$ cat config.mk
export PLATFORM = sky130hd
export DESIGN_NAME = sfa_host_flat
export DESIGN_NICKNAME = d
export VERILOG_FILES = /design/src/hdl/sfa_pkg.sv /design/src/hdl/sfa_if.sv /design/src/hdl/sfa_host.sv /design/src/flat_wrapper.sv
export VERILOG_INCLUDE_DIRS = /design/src /design/src/hdl
export SDC_FILE = /design/constraint.sdc
export NUM_CORES = 1
export LEC_CHECK = 0
export ABC_AREA = 1
export BUFFER_PORTS_ARGS = -buffer_cell sky130_fd_sc_hd__buf_2
export CAP_MARGIN = 20
export CORE_MARGIN = 2
export CORE_UTILIZATION = 45
export CTS_CLUSTER_DIAMETER = 80
export DETAILED_ROUTE_END_ITERATION = 8
export GPL_TIMING_DRIVEN = 0
export MAX_ROUTING_LAYER = met4
export PLACE_DENSITY = 0.74
export RECOVER_POWER = 100
export SLEW_MARGIN = 5
export SYNTH_ARGS = -nofsm -noshare
export SYNTH_HDL_FRONTEND = slang
export SYNTH_SLANG_ARGS = --single-unit
$ cat constraint.sdc
create_clock -name sys_clk -period 2.25 [get_ports sys_clk]
set_input_delay 0.45 -clock sys_clk [delete_from_list [all_inputs] [get_ports sys_clk]]
set_output_delay 0.45 -clock sys_clk [all_outputs]
set_load 0.02 [all_outputs]
$ cat src/hdl/sfa_defines.svh
/*
 Opcodes, reset values and timing counts of the flash command block.
 Assumes mode-0 style framing: select low, data sampled on rising clock.
*/
`ifndef SFA_DEFINES_SVH
`define SFA_DEFINES_SVH

`define SFA_OP_WR_EN 8'h06
`define SFA_OP_WR_DIS 8'h04
`define SFA_OP_SR1_RD 8'h05
`define SFA_OP_SR1_WR 8'h01
`define SFA_OP_RST_EN 8'h66
`define SFA_OP_RST_GO 8'h99
`define SFA_OP_ADDR4_ON 8'hB7
`define SFA_OP_ADDR4_OFF 8'hE9
`define SFA_OP_XADDR_RD 8'hC8
`define SFA_OP_XADDR_WR 8'hC5
`define SFA_OP_FAST_RD 8'h0B

`define SFA_SR1_RST 8'h00
`define SFA_XADDR_RST 8'h00
`define SFA_ADDR_RST 32'h0000_0000
`define SFA_NB_NARROW 3'h3
`define SFA_NB_WIDE 3'h4
`define SFA_TX_MAX 3'h5
`define SFA_RX_MAX 3'h4

// Link clock half period in system clocks
`define SFA_SCK_HALF 4'h2

`endif

$ cat src/hdl/sfa_pkg.sv
/*
 Types shared by both ends of the flash command link.
 Assumes the constants header is included where numbers are needed.
*/
package sfa_pkg;

    typedef struct packed {
        logic [2:0] bit_cnt;
        logic [2:0] byte_cnt;
        logic [7:0] op;
        logic [7:0] sh_in;
        logic [31:0] abuf;
        logic [7:0] tx_sh;
        logic miso;
    } sfa_frm_t;

    typedef struct packed {
        logic addr4;
        logic [7:0] xaddr;
        logic [7:0] sr1;
        logic wel;
        logic rst_armed;
        logic [31:0] acc_addr;
    } sfa_per_t;

    typedef enum logic [2:0] {
        H_IDLE,
        H_LOW,
        H_HIGH,
        H_TAIL,
        H_GAP
    } sfa_hstate_t;

    typedef struct packed {
        sfa_hstate_t st;
        logic [3:0] div;
        logic [6:0] bit_idx;
        logic [6:0] n_bits;
        logic [6:0] rx_start;
        logic [47:0] tx_sh;
        logic [31:0] rx_sh;
        logic s1;
        logic s2;
        logic sck;
        logic cs_n;
        logic mosi;
        logic ready;
        logic rsp_valid;
        logic [31:0] rsp_data;
        logic err;
        logic wren_sent;
        logic rsten_sent;
        logic addr4;
        logic [7:0] xaddr;
    } sfa_host_t;

endpackage

$ cat src/hdl/sfa_if.sv
/*
 Serial link between the flash controller and the flash command block.
 Assumes the bench joins the two modports; no pin is two-way.
*/
`timescale 1ns/1ps
interface sfa_if;
    logic sck;
    logic cs_n;
    logic mosi;
    logic miso;
    modport host (output sck, output cs_n, output mosi, input miso);
    modport dev (input sck, input cs_n, input mosi, output miso);
endinterface

$ cat src/hdl/sfa_host.sv
/*
 Controller end: frames one command with up to five bytes out and four in,
 makes the link clock by division, keeps a mirror of the address mode.
 Assumes the flash answers one bit ahead, changing data on rising edges.
*/
`timescale 1ns/1ps
`include "sfa_defines.svh"
module sfa_host import sfa_pkg::*; (
    // Clock, reset, enable
    input wire logic sys_clk,
    input wire logic resetn,
    input wire logic ce,
    // Link
    sfa_if.host lnk,
    // Command
    input wire logic cmd_valid,
    input wire logic [7:0] cmd_op,
    input wire logic [39:0] cmd_tx,
    input wire logic [2:0] cmd_tx_len,
    input wire logic [2:0] cmd_rx_len,
    output logic cmd_ready,
    output logic cmd_err,
    // Answer
    output logic rsp_valid,
    output logic [31:0] rsp_data,
    // Mode mirror
    output logic addr4_mode,
    output logic [7:0] xaddr
);

    sfa_host_t q;
    sfa_host_t d;
    logic [2:0] txl;
    logic [2:0] rxl;
    logic [3:0] tot;
    logic [3:0] txp;
    logic half_done;

    assign lnk.sck = q.sck;
    assign lnk.cs_n = q.cs_n;
    assign lnk.mosi = q.mosi;
    assign cmd_ready = q.ready;
    assign cmd_err = q.err;
    assign rsp_valid = q.rsp_valid;
    assign rsp_data = q.rsp_data;
    assign addr4_mode = q.addr4;
    assign xaddr = q.xaddr;

    always_comb
    begin
        d = q;
        // Extended address write carries exactly one byte
        if (cmd_op == `SFA_OP_XADDR_WR)
        begin
            txl = 3'h1;
        end
        else if (cmd_tx_len > `SFA_TX_MAX)
        begin
            txl = `SFA_TX_MAX;
        end
        else
        begin
            txl = cmd_tx_len;
        end
        rxl = (cmd_rx_len > `SFA_RX_MAX) ? `SFA_RX_MAX : cmd_rx_len;
        txp = {1'b0, txl} + 4'h1;
        tot = txp + {1'b0, rxl};
        half_done = (q.div == (`SFA_SCK_HALF - 4'h1));
        if (ce)
        begin
            d.s1 = lnk.miso;
            d.s2 = q.s1;
            d.rsp_valid = 1'b0;
            d.err = 1'b0;
            d.div = half_done ? 4'h0 : q.div + 4'h1;
            case (q.st)
                H_IDLE:
                begin
                    d.div = 4'h0;
                    if (cmd_valid && q.ready)
                    begin
                        if (((cmd_op == `SFA_OP_SR1_WR) && !q.wren_sent) ||
                            ((cmd_op == `SFA_OP_RST_GO) && !q.rsten_sent))
                        begin
                            d.err = 1'b1;
                        end
                        else
                        begin
                            d.st = H_LOW;
                            d.ready = 1'b0;
                            d.cs_n = 1'b0;
                            d.bit_idx = 7'h00;
                            d.n_bits = {tot, 3'h0};
                            d.rx_start = {txp, 3'h0};
                            d.tx_sh = {cmd_op, cmd_tx};
                            d.mosi = cmd_op[7];
                            d.rx_sh = 32'h0000_0000;
                            d.rsten_sent = (cmd_op == `SFA_OP_RST_EN);
                            if (cmd_op == `SFA_OP_WR_EN)
                            begin
                                d.wren_sent = 1'b1;
                            end
                            else if ((cmd_op == `SFA_OP_WR_DIS) || (cmd_op == `SFA_OP_SR1_WR))
                            begin
                                d.wren_sent = 1'b0;
                            end
                            if (cmd_op == `SFA_OP_ADDR4_ON)
                            begin
                                d.addr4 = 1'b1;
                            end
                            else if (cmd_op == `SFA_OP_ADDR4_OFF)
                            begin
                                d.addr4 = 1'b0;
                            end
                            else if (cmd_op == `SFA_OP_RST_GO)
                            begin
                                d.addr4 = 1'b0;
                                d.xaddr = `SFA_XADDR_RST;
                                d.wren_sent = 1'b0;
                            end
                            else if (cmd_op == `SFA_OP_XADDR_WR)
                            begin
                                d.xaddr = cmd_tx[39:32];
                            end
                        end
                    end
                end
                H_LOW:
                begin
                    if (half_done)
                    begin
                        if (q.bit_idx >= q.rx_start)
                        begin
                            d.rx_sh = {q.rx_sh[30:0], q.s2};
                        end
                        d.sck = 1'b1;
                        d.st = H_HIGH;
                    end
                end
                H_HIGH:
                begin
                    if (half_done)
                    begin
                        d.sck = 1'b0;
                        d.bit_idx = q.bit_idx + 7'h01;
                        d.tx_sh = {q.tx_sh[46:0], 1'b0};
                        d.mosi = q.tx_sh[46];
                        d.st = (q.bit_idx == (q.n_bits - 7'h01)) ? H_TAIL : H_LOW;
                    end
                end
                H_TAIL:
                begin
                    if (half_done)
                    begin
                        d.cs_n = 1'b1;
                        d.mosi = 1'b0;
                        d.rsp_valid = 1'b1;
                        d.rsp_data = q.rx_sh;
                        d.st = H_GAP;
                    end
                end
                H_GAP:
                begin
                    if (half_done)
                    begin
                        d.ready = 1'b1;
                        d.st = H_IDLE;
                    end
                end
                default:
                begin
                    d.st = H_IDLE;
                end
            endcase
        end
    end

    always_ff @(posedge sys_clk or negedge resetn)
    begin
        if (!resetn)
        begin
            q <= '0;
            q.st <= H_IDLE;
            q.cs_n <= 1'b1;
            q.ready <= 1'b1;
        end
        else
        begin
            q <= d;
        end
    end

endmodule

$ cat src/flat_wrapper.sv
// flat-port wrapper written by rule: the top's interface ports become plain ports
module sfa_host_flat import sfa_pkg::*;
  (sys_clk, resetn, ce, cmd_valid, cmd_op, cmd_tx, cmd_tx_len, cmd_rx_len, cmd_ready, cmd_err, rsp_valid, rsp_data, addr4_mode, xaddr, lnk_sck, lnk_cs_n, lnk_mosi, lnk_miso);
  sfa_if lnk_i ();
  input wire logic sys_clk;
  input wire logic resetn;
  input wire logic ce;
  input wire logic cmd_valid;
  input wire logic [7:0] cmd_op;
  input wire logic [39:0] cmd_tx;
  input wire logic [2:0] cmd_tx_len;
  input wire logic [2:0] cmd_rx_len;
  output logic cmd_ready;
  output logic cmd_err;
  output logic rsp_valid;
  output logic [31:0] rsp_data;
  output logic addr4_mode;
  output logic [7:0] xaddr;
  output wire logic [$bits(lnk_i.sck)-1:0] lnk_sck;
  output wire logic [$bits(lnk_i.cs_n)-1:0] lnk_cs_n;
  output wire logic [$bits(lnk_i.mosi)-1:0] lnk_mosi;
  input wire logic [$bits(lnk_i.miso)-1:0] lnk_miso;
  assign lnk_sck = lnk_i.sck;
  assign lnk_cs_n = lnk_i.cs_n;
  assign lnk_mosi = lnk_i.mosi;
  assign lnk_i.miso = lnk_miso;
  sfa_host u_core (.sys_clk(sys_clk), .resetn(resetn), .ce(ce), .lnk(lnk_i), .cmd_valid(cmd_valid), .cmd_op(cmd_op), .cmd_tx(cmd_tx), .cmd_tx_len(cmd_tx_len), .cmd_rx_len(cmd_rx_len), .cmd_ready(cmd_ready), .cmd_err(cmd_err), .rsp_valid(rsp_valid), .rsp_data(rsp_data), .addr4_mode(addr4_mode), .xaddr(xaddr));
endmodule
-- Word level (Yosys, flattened, before mapping)
Index checks and enable logic that the tools add are counted.
- bits of input ports: 59
- logic and storage cells: 129
- flip-flop bits (word level): 152
- add/subtract/negate cells: 5
- muxes and demuxes: 50
- order comparisons: 3
- bitwise logic cells: 3
- eq/ne operators: 21
- reduce and logical (&&, ||, !) cells: 27
- operator list (kind ; number):
    2-to-1 mux 101 bit ; 2
    case mux 47 bit (2 select lines) ; 1
    2-to-1 mux 33 bit ; 2
    2-to-1 mux 32 bit ; 2
    case mux 32 bit (2 select lines) ; 1
    2-to-1 mux 47 bit ; 1
    2-to-1 mux 3 bit ; 11
    equality test 8 bit (second input constant) ; 4
    2-to-1 mux 8 bit ; 4
    2-to-1 mux 12 bit ; 2
    AND reduction 5 bit ; 4
    equality test 8 x 3 -> 1 bit (second input constant) ; 2
    case mux 3 bit (5 select lines) ; 1
    case mux 7 bit (2 select lines) ; 1
    AND reduction 7 bit ; 2
    2-to-1 mux 1 bit ; 12
    != test 2 x 1 -> 1 bit (second input constant) ; 6
    AND reduction 6 bit ; 2
    nonzero test 2 bit ; 6
    2-to-1 mux 11 bit ; 1
    equality test 8 x 1 -> 1 bit (second input constant) ; 1
    equality test 8 x 7 -> 1 bit (second input constant) ; 1
    2-to-1 mux 4 bit ; 2
    AND reduction 4 bit ; 2
    other kinds (24) ; 36

-- Depth between registers and ports, before layout
Gate-level depths: netlist of the first run.
- depth after elaboration: 10
- depth in mapped cells: 13
- depth with buffers taken out: 13

-- Worst setup path before layout of the first run
Ideal clock, no wire load.
- path type: input port to flip-flop
- start point: input cmd_op[1]
- end point: register u_core.q[143] (netlist name)
- cell stages on the path: 10
- path buffers: 0
- path slack: 0.130 ns
- data arrival time: 1.994 ns
- cell sequence: inv_2 -> nand2_1 -> nor2_1 -> nand3_1 -> and3_1 -> ha_1 -> fa_1 -> xor2_1 -> nand2_1 -> o21ai_0
- elaborated cells between the ends (all ways): 11
- those cells by class: add/sub (2); eq/ne (3); mux (1); bitwise (1); reduce/logical (4)
- RTL lines (item ; RTL line ; RTL):
    start: declaration ; flat_wrapper.sv:9 ; input wire logic [7:0] cmd_op;
    equality test 8 bit (no line) ; n/a ;
    2-to-1 mux 3 bit ; sfa_host.sv:53 ; if (cmd_op == `SFA_OP_XADDR_WR)
    adder 3 x 1 -> 4 bit ; sfa_host.sv:66 ; txp = {1'b0, txl} + 4'h1;
    named net u_core.txp[1] ; sfa_host.sv:36 ; logic [3:0] txp;
    adder 4 x 3 -> 4 bit ; sfa_host.sv:67 ; tot = txp + {1'b0, rxl};
    end: declaration ; sfa_host.sv:31 ; sfa_host_t q;
The timed path passes the listed nets, and every way through them passes these cells.
A chain may end at the register's enable or synchronous reset.

-- Worst setup path after layout of the first run
Same ends and word-level chain as after synthesis.

==> run metrics, run 1 <==
Fillers=1753; Yosys top cell area share=45.3%; Synth Instances=1127; FFs w/ async S/R, synth=100%; Max-Cap Viols=0; # diodes=0; fin cells=1495; main flop type after synthesis=dfrtp_1; I/O pin count=106; yosys warns=0; largest net degree at the start of global routing=98; NumNets Final=1326; setup ws final=0.197 ns; Crit path arrival time=2.35 ns; vias in the first global route=6982; GPL Wtd Cong=0.920; CTS Root Buffer Type=clkbuf_16; Worst Tran Pin Value=0.900 ns; Period Utilization, post-route=91.3%; Finished Cell Area=9640 sq um; CTS H-Tree Depth=4; worst vdd ir=0.000620 V; most frequent cell after synthesis=nand2_1; sequential power share=37.4%; final hold vios=0; clock-pin transition on the worst setup and hold timing paths=0.07 ns; GRT overflow=0; WHS Endpoint=u_core.q[83]; Post-Route Utilization=53.5%; area of the core=18000 sq um; Starting DRT DRC Count=478; Seq/Total Area, Yosys=45.9%; outcome=completed; Die Ht=140 um; Rows=49; RR Endpoint=u_core.q[81]; Fin Hold WS=0.254 ns; Critical Path Max Stage Delay=0.46 ns; Max Buffers Root-to-Sink=2; FF-to-FF Start=u_core.q[151]; Seq cells post-synth=152; total track usage=20.2%; Synth area leaders=dfrtp_1 45%, nand2_1 19%, inv_1 5.1%; Syn Area/Cell=7.36 sq um; hold depth=3; first-pass GRT wire length=31900 um; CTS Buf Count=17; Worst Path Required=2.54 ns; CP Cell Sequence=clkbuf_1 -> inv_2 -> nand2_1 -> nor2_1 -> nand3_1 -> and3_1 -> ha_1 -> fa_1 -> xor2_1 -> nand2_1 -> o21ai_0; Slew HR=40.0%; RSZ-0062 raised after global routing=false; clk sinks=152; endpoint type of the worst setup path=flop; synth unique cells=33; Slowest-stage cell, CP=fa_1; initial cell density of the core=46.0%; vias per std cell=4.87; Power Internal=6.14 mW; crit path kind=in -> reg; Switch Pwr=3.76 mW; Max Fanout on Critical Path=5; hpwl dp=13200 um; worst reg2reg path depth=11; Final min period=2.05 ns; Post-Syn Area=8290 sq um; DRC viols=0; startpoint types=input pin; via count=7286; Sw Share=38.0%; Area Growth Syn to Fin=16.3%; antenna viol nets, final=0; Clk pwr share=29.2%; DP Cell Count=1462; leakage=5.20 nW; Post-Synthesis Net Count=1200; Final Setup Violations=0; HP Start=cmd_tx[0]; leading area contributor after synthesis=dfrtp_1; EDFF count, synth=0; fmax=487 MHz; worst clock skew=0.00921 ns; initial antenna violation count=0; Pins Over Slew Limit=0; Die Wd=140 um; die area=19500 sq um; Routed Wire Length=18800 um; area post-placement=9140 sq um; Hold Crit Class=in -> reg; drt first pass iters=5; average routed wire per standard cell=12.6 um; share of cells above drive strength 1=14.3%; Critical Path Most Common Cell=nand2_1; later-pin clock latency in the skew report=0.42 ns; top cells by count, synth=419 x nand2_1, 150 x dfrtp_1, 112 x inv_1, 103 x nor2_1, 69 x o21ai_0; R2R Setup Slk=0.22 ns; CTS tree=yes; Power Dens Cells=1030 nW/um^2; Port Buffers=105; Comb power frac=33.5%; pre-CTS setup slack=-0.239 ns
==> cells in the final DEF, fill, tap and decap left out, drive strengths merged <==
cell / netlist / layout
a31o: 1 / 1
dfstp: 2 / 2
nand3b: 2 / 2
nand3: 59 / 59
buf: 67 / 119
o21ai: 78 / 78
dfrtp: 150 / 150
xor2: 4 / 4
clkinvlp: 0 / 3
nand2: 425 / 425
or2: 3 / 3
nor3: 3 / 3
o22ai: 1 / 1
clkinv: 0 / 3
clkbuf: 33 / 107
a21oi: 6 / 6
ha: 13 / 13
o21bai: 1 / 1
and3: 2 / 2
mux2: 1 / 1
nand4: 45 / 45
fa: 1 / 1
nor2: 112 / 112
bufinv: 0 / 2
a22oi: 1 / 1
dlygate4sd3: 0 / 1
inv: 117 / 121
==> metal layers <==
metal	global-route usage (%)	part of all wire (%)	vias up
met1	26.0	47	3351
met3	3.96	4.8	22
met4	5.37	1.1	0
met2	33.0	48	199
li1	-	-	3714
met5	-	0	-
==> worst max-delay path by stage <==
stage / startpoint / end / slack, ns / depth (start not counted)
detailed placement: cmd_op[1] / u_core.q[143] / -0.24 / 11
floorplan: cmd_op[1] / u_core.q[143] / 0.13 / 10
CTS: cmd_op[1] / u_core.q[143] / 0.22 / 11
global route: u_core.q[158] / u_core.xaddr[4] / 0.03 / 8
finish: cmd_op[1] / u_core.q[143] / 0.20 / 11
global placement: resetn / u_core.q[100] / -1.60 / 1
==> layout make-up <==
class / count / area, sq um / area share (%)
multi-input cells: 758 / 3400 / 35.3
inverters: 117 / 439 / 4.55
plain buffers: 100 / 627 / 6.50
repair buffers: 107 / 495 / 5.14
clock buffers: 20 / 447 / 4.63
flip-flops and latches: 152 / 3810 / 39.5
well taps: 229 / 287 / 2.97
clock inverters: 12 / 143 / 1.48
==> power groups by stage <==
stage	registers, mW	clock network, mW	logic, mW
after CTS	3.69	2.93	3.37
final	3.70	2.89	3.31
after detailed placement	3.72	0	3.37
after global routing	3.77	3.07	3.79
after global placement	3.72	0	3.27
after floorplan	3.69	0	2.46
==> registers in the layout, indices dropped and copies added (netlist names) <==
| signal | flops |
|---|---|
| u_core.lnk.mosi | 1 |
| u_core.addr4_mode | 1 |
| u_core.lnk.cs_n | 1 |
| u_core.rsp_valid | 1 |
| u_core.lnk.sck | 1 |
| u_core.cmd_err | 1 |
| u_core.rsp_data | 32 |
| u_core.xaddr | 8 |
| u_core.q | 105 |
| u_core.cmd_ready | 1 |
==> what timing repair did <==
| item | in CTS | in global routing |
|---|---|---|
| endpoints found under the hold margin | 55 | 0 |
| gates resized for setup | 0 | 0 |
| buffers inserted | 0 | 0 |
| hold buffers | 1 | 0 |
==> cells by family (layout without fill, tap and decap cells) <==
| kind of cell | after synthesis | after routing | synth area share, % |
|---|---|---|---|
| AO/OA/AOI/OAI | 88 | 88 | 5.43 |
| XOR/XNOR | 4 | 4 | 0.423 |
| adder cells (fa/ha/maj) | 14 | 14 | 2.20 |
| buffers and inverters | 217 | 356 | 12.9 |
| flip-flops | 152 | 152 | 45.9 |
| multiplexers | 1 | 1 | 0.136 |
| AND/OR/NAND/NOR | 651 | 651 | 33.0 |
==> critical path, delay by kind of cell <==
| kind | cells | cell delay (ns) |
|---|---|---|
| compound gates | 1 | 0.07 |
| simple gates | 5 | 0.64 |
| buf+inv | 2 | 0.20 |
| fa+ha+maj | 2 | 0.80 |
| xor+xnor | 1 | 0.17 |
==> per-stage QoR <==
| step | setup TNS, ns | total power [mW] |
|---|---|---|
| global route | 0 | 10.6 |
| detailed placement | -0.547 | 7.08 |
| finish | 0 | 9.90 |
| global placement | -239.53 | 6.99 |
| floorplan | 0 | 6.15 |
| CTS | 0 | 9.99 |
No activity file was read; power rests on OpenSTA's default activity.
==> inputs of run 2 (changes only) <==
- CORE_UTILIZATION: 45 -> 33
- CTS_BUF_LIST: not set -> sky130_fd_sc_hd__clkbuf_2 sky130_fd_sc_hd__clkbuf_4 sky130_fd_sc_hd__clkbuf_8
- PLACE_DENSITY: 0.74 -> 0.59
==> run 2 against run 1 <==
Die area up 35%. Combinational power grew 1%. Global-route usage is 4.3 points lower. Sequential share of layout area is 0.18 points higher. Clock skew is 0.0064 ns higher. Wire length increased by 6.5%. Sequential power about the same. Via count down 1.2%. Core utilization shrank 15 points. Hold slack got worse by 0.018 ns. Register-to-register slack worse by 0.04 ns. Clock-buffer cell count is 3 lower. Critical path type unchanged.
==> run metrics, run 2 (synthesis gave the netlist of run 1 again) <==
Hold Crit Class=in -> reg; initial antenna violation count=0; pre-CTS setup slack=-0.391 ns; fin cells=1596; total track usage=16.0%; endpoint type of the worst setup path=flop; Largest Register=u_core.q; Crit path arrival time=2.42 ns; Power Dens Cells=969 nW/um^2; Port Buffers=105; Largest register FFs=105; Finished Cell Area=9600 sq um; final hold vios=0; GPL Wtd Cong=0.852; worst clock skew=0.0156 ns; Max Fanout on Critical Path=5; DP Cell Count=1563; worst vdd ir=0.000380 V; sequential power share=39.7%; DRC viols=0; Final Setup Violations=0; first-pass GRT wire length=33100 um; area of the multi-input gates=3410 sq um; Fillers=2627; clk sinks=152; CP Launch Point=cmd_op[1]; Clk pwr share=24.2%; Die Wd=163 um; vias per std cell=4.51; CTS tree=yes; Critical Path Sink=u_core.q[144]; Worst Tran Pin Value=1.07 ns; I/O pin count=106; startpoint types=input pin; vias in the first global route=6673; Sw Share=41.0%; leakage=5.13 nW; Max-Cap Viols=0; worst reg2reg path depth=10; CTS Root Buffer Type=clkbuf_8; clock-pin transition on the worst setup and hold timing paths=0.09 ns; FF-to-FF Start=u_core.q[158]; RSZ-0062 raised after global routing=false; CTS Buf Count=17; R2R Setup Slk=0.18 ns; drt first pass iters=5; Comb power frac=36.0%; Worst Path Required=2.59 ns; # diodes=0; Slew HR=28.8%; initial cell density of the core=33.3%; outcome=completed; register area=3810 sq um; RR Endpoint=u_core.q[107]; GRT overflow=0; most common cell after layout, fill and taps aside=nand2_1; via count=7202; setup ws final=0.178 ns; average routed wire per standard cell=12.6 um; Rows=58; share of cells above drive strength 1=14.4%; hpwl dp=14000 um; Final min period=2.07 ns; crit path kind=in -> reg; area of the core=24900 sq um; later-pin clock latency in the skew report=0.46 ns; Routed Wire Length=20100 um; CTS H-Tree Depth=4; Pins Over Slew Limit=0; Area Growth Syn to Fin=15.8%; area post-placement=9270 sq um; Power Internal=5.49 mW; fmax=483 MHz; NumNets Final=1326; largest net degree at the start of global routing=111; commonest cells after routing, fill and taps aside=419 x nand2_1, 150 x dfrtp_1, 112 x inv_1; die area=26400 sq um; antenna viol nets, final=0; Die Ht=163 um; Switch Pwr=3.81 mW; Max Buffers Root-to-Sink=2; Period Utilization, post-route=92.1%; Starting DRT DRC Count=482
[run 2: cell count changes in the layout (fill, tap and decap cells not counted), moves of 2 or more]
| cell | before | now |
|---|---|---|
| clkbuf_16 | 17 | 0 |
| clkbuf_8 | 1 | 17 |
| inv_6 | 3 | 6 |
| inv_8 | 1 | 4 |
| clkinvlp_4 | 3 | 1 |
[run 2: final cells by class]
cell class / count / area share (%)
plain buffers: 100 / 6.56
clock buffers: 17 / 2.44
clock inverters: 15 / 1.86
inverters: 117 / 4.57
multi-input cells: 758 / 35.5
flip-flops and latches: 152 / 39.6
well taps: 330 / 4.30
repair buffers: 107 / 5.15
[run 2: layer usage]
layer / up-vias / wire [um] / GRT usage [%] / part of all wire [%]
li1: 3719 / - / - / -
met1: 3299 / 9930 / 21.6 / 49
met3: 13 / 940 / 3.41 / 4.7
met2: 171 / 8950 / 24.7 / 45
met4: 0 / 237 / 3.54 / 1.2
met5: - / 0 / - / 0
[run 2: worst min-delay path by stage]
stage | start | to | cells past startpoint
global placement | u_core.q[137] | u_core.q[137] | 2
finish | lnk_miso | u_core.q[50] | 3
CTS | lnk_miso | u_core.q[50] | 3
global route | lnk_miso | u_core.q[50] | 3
detailed placement | resetn | u_core.rsp_data[5] | 1
floorplan | resetn | u_core.addr4_mode | 0
[run 2: through the flow]
step / power (mW) / utilization, % / setup TNS, ns / hold slack, ns
after global routing: 10.0 / 38.6 / 0 / 0.212
final: 9.30 / 38.6 / 0 / 0.236
after CTS: 9.44 / 38.9 / 0 / 0.214
after global placement: 7.09 / 37.1 / -255.03 / 0.454
after floorplan: 6.15 / - / 0 / 0.154
after detailed placement: 7.16 / 37.2 / -0.989 / 0.358
[run 2: timing repair]
action,in CTS,in global routing
hold buffers,1,0
setup buffers,0,0
gates resized for setup,0,1
endpoints found under the setup margin,0,1
endpoints found under the hold margin,42,0
[run 2: critical path, stage by stage]
cell	delay, ns
clkbuf_1	0.10
inv_2	0.10
nand2_1	0.11
nor2_1	0.15
nand3_2	0.18
and3_1	0.20
ha_1	0.17
inv_1	0.06
xor2_1	0.22
ha_1	0.30
a21oi_1	0.15
nand2_1	0.07
nand2_1	0.07
o21ai_0	0.08
[run 2: power groups by stage]
stage          Clock, mW  Combinational [mW]  Sequential (mW)
3_5_place_dp           0                3.42             3.73
3_3_place_gp           0                3.36             3.73
2_1_floorplan          0                2.46             3.69
5_1_grt             2.43                3.84             3.77
6_report            2.25                3.35             3.70
4_1_cts             2.32                3.43             3.70
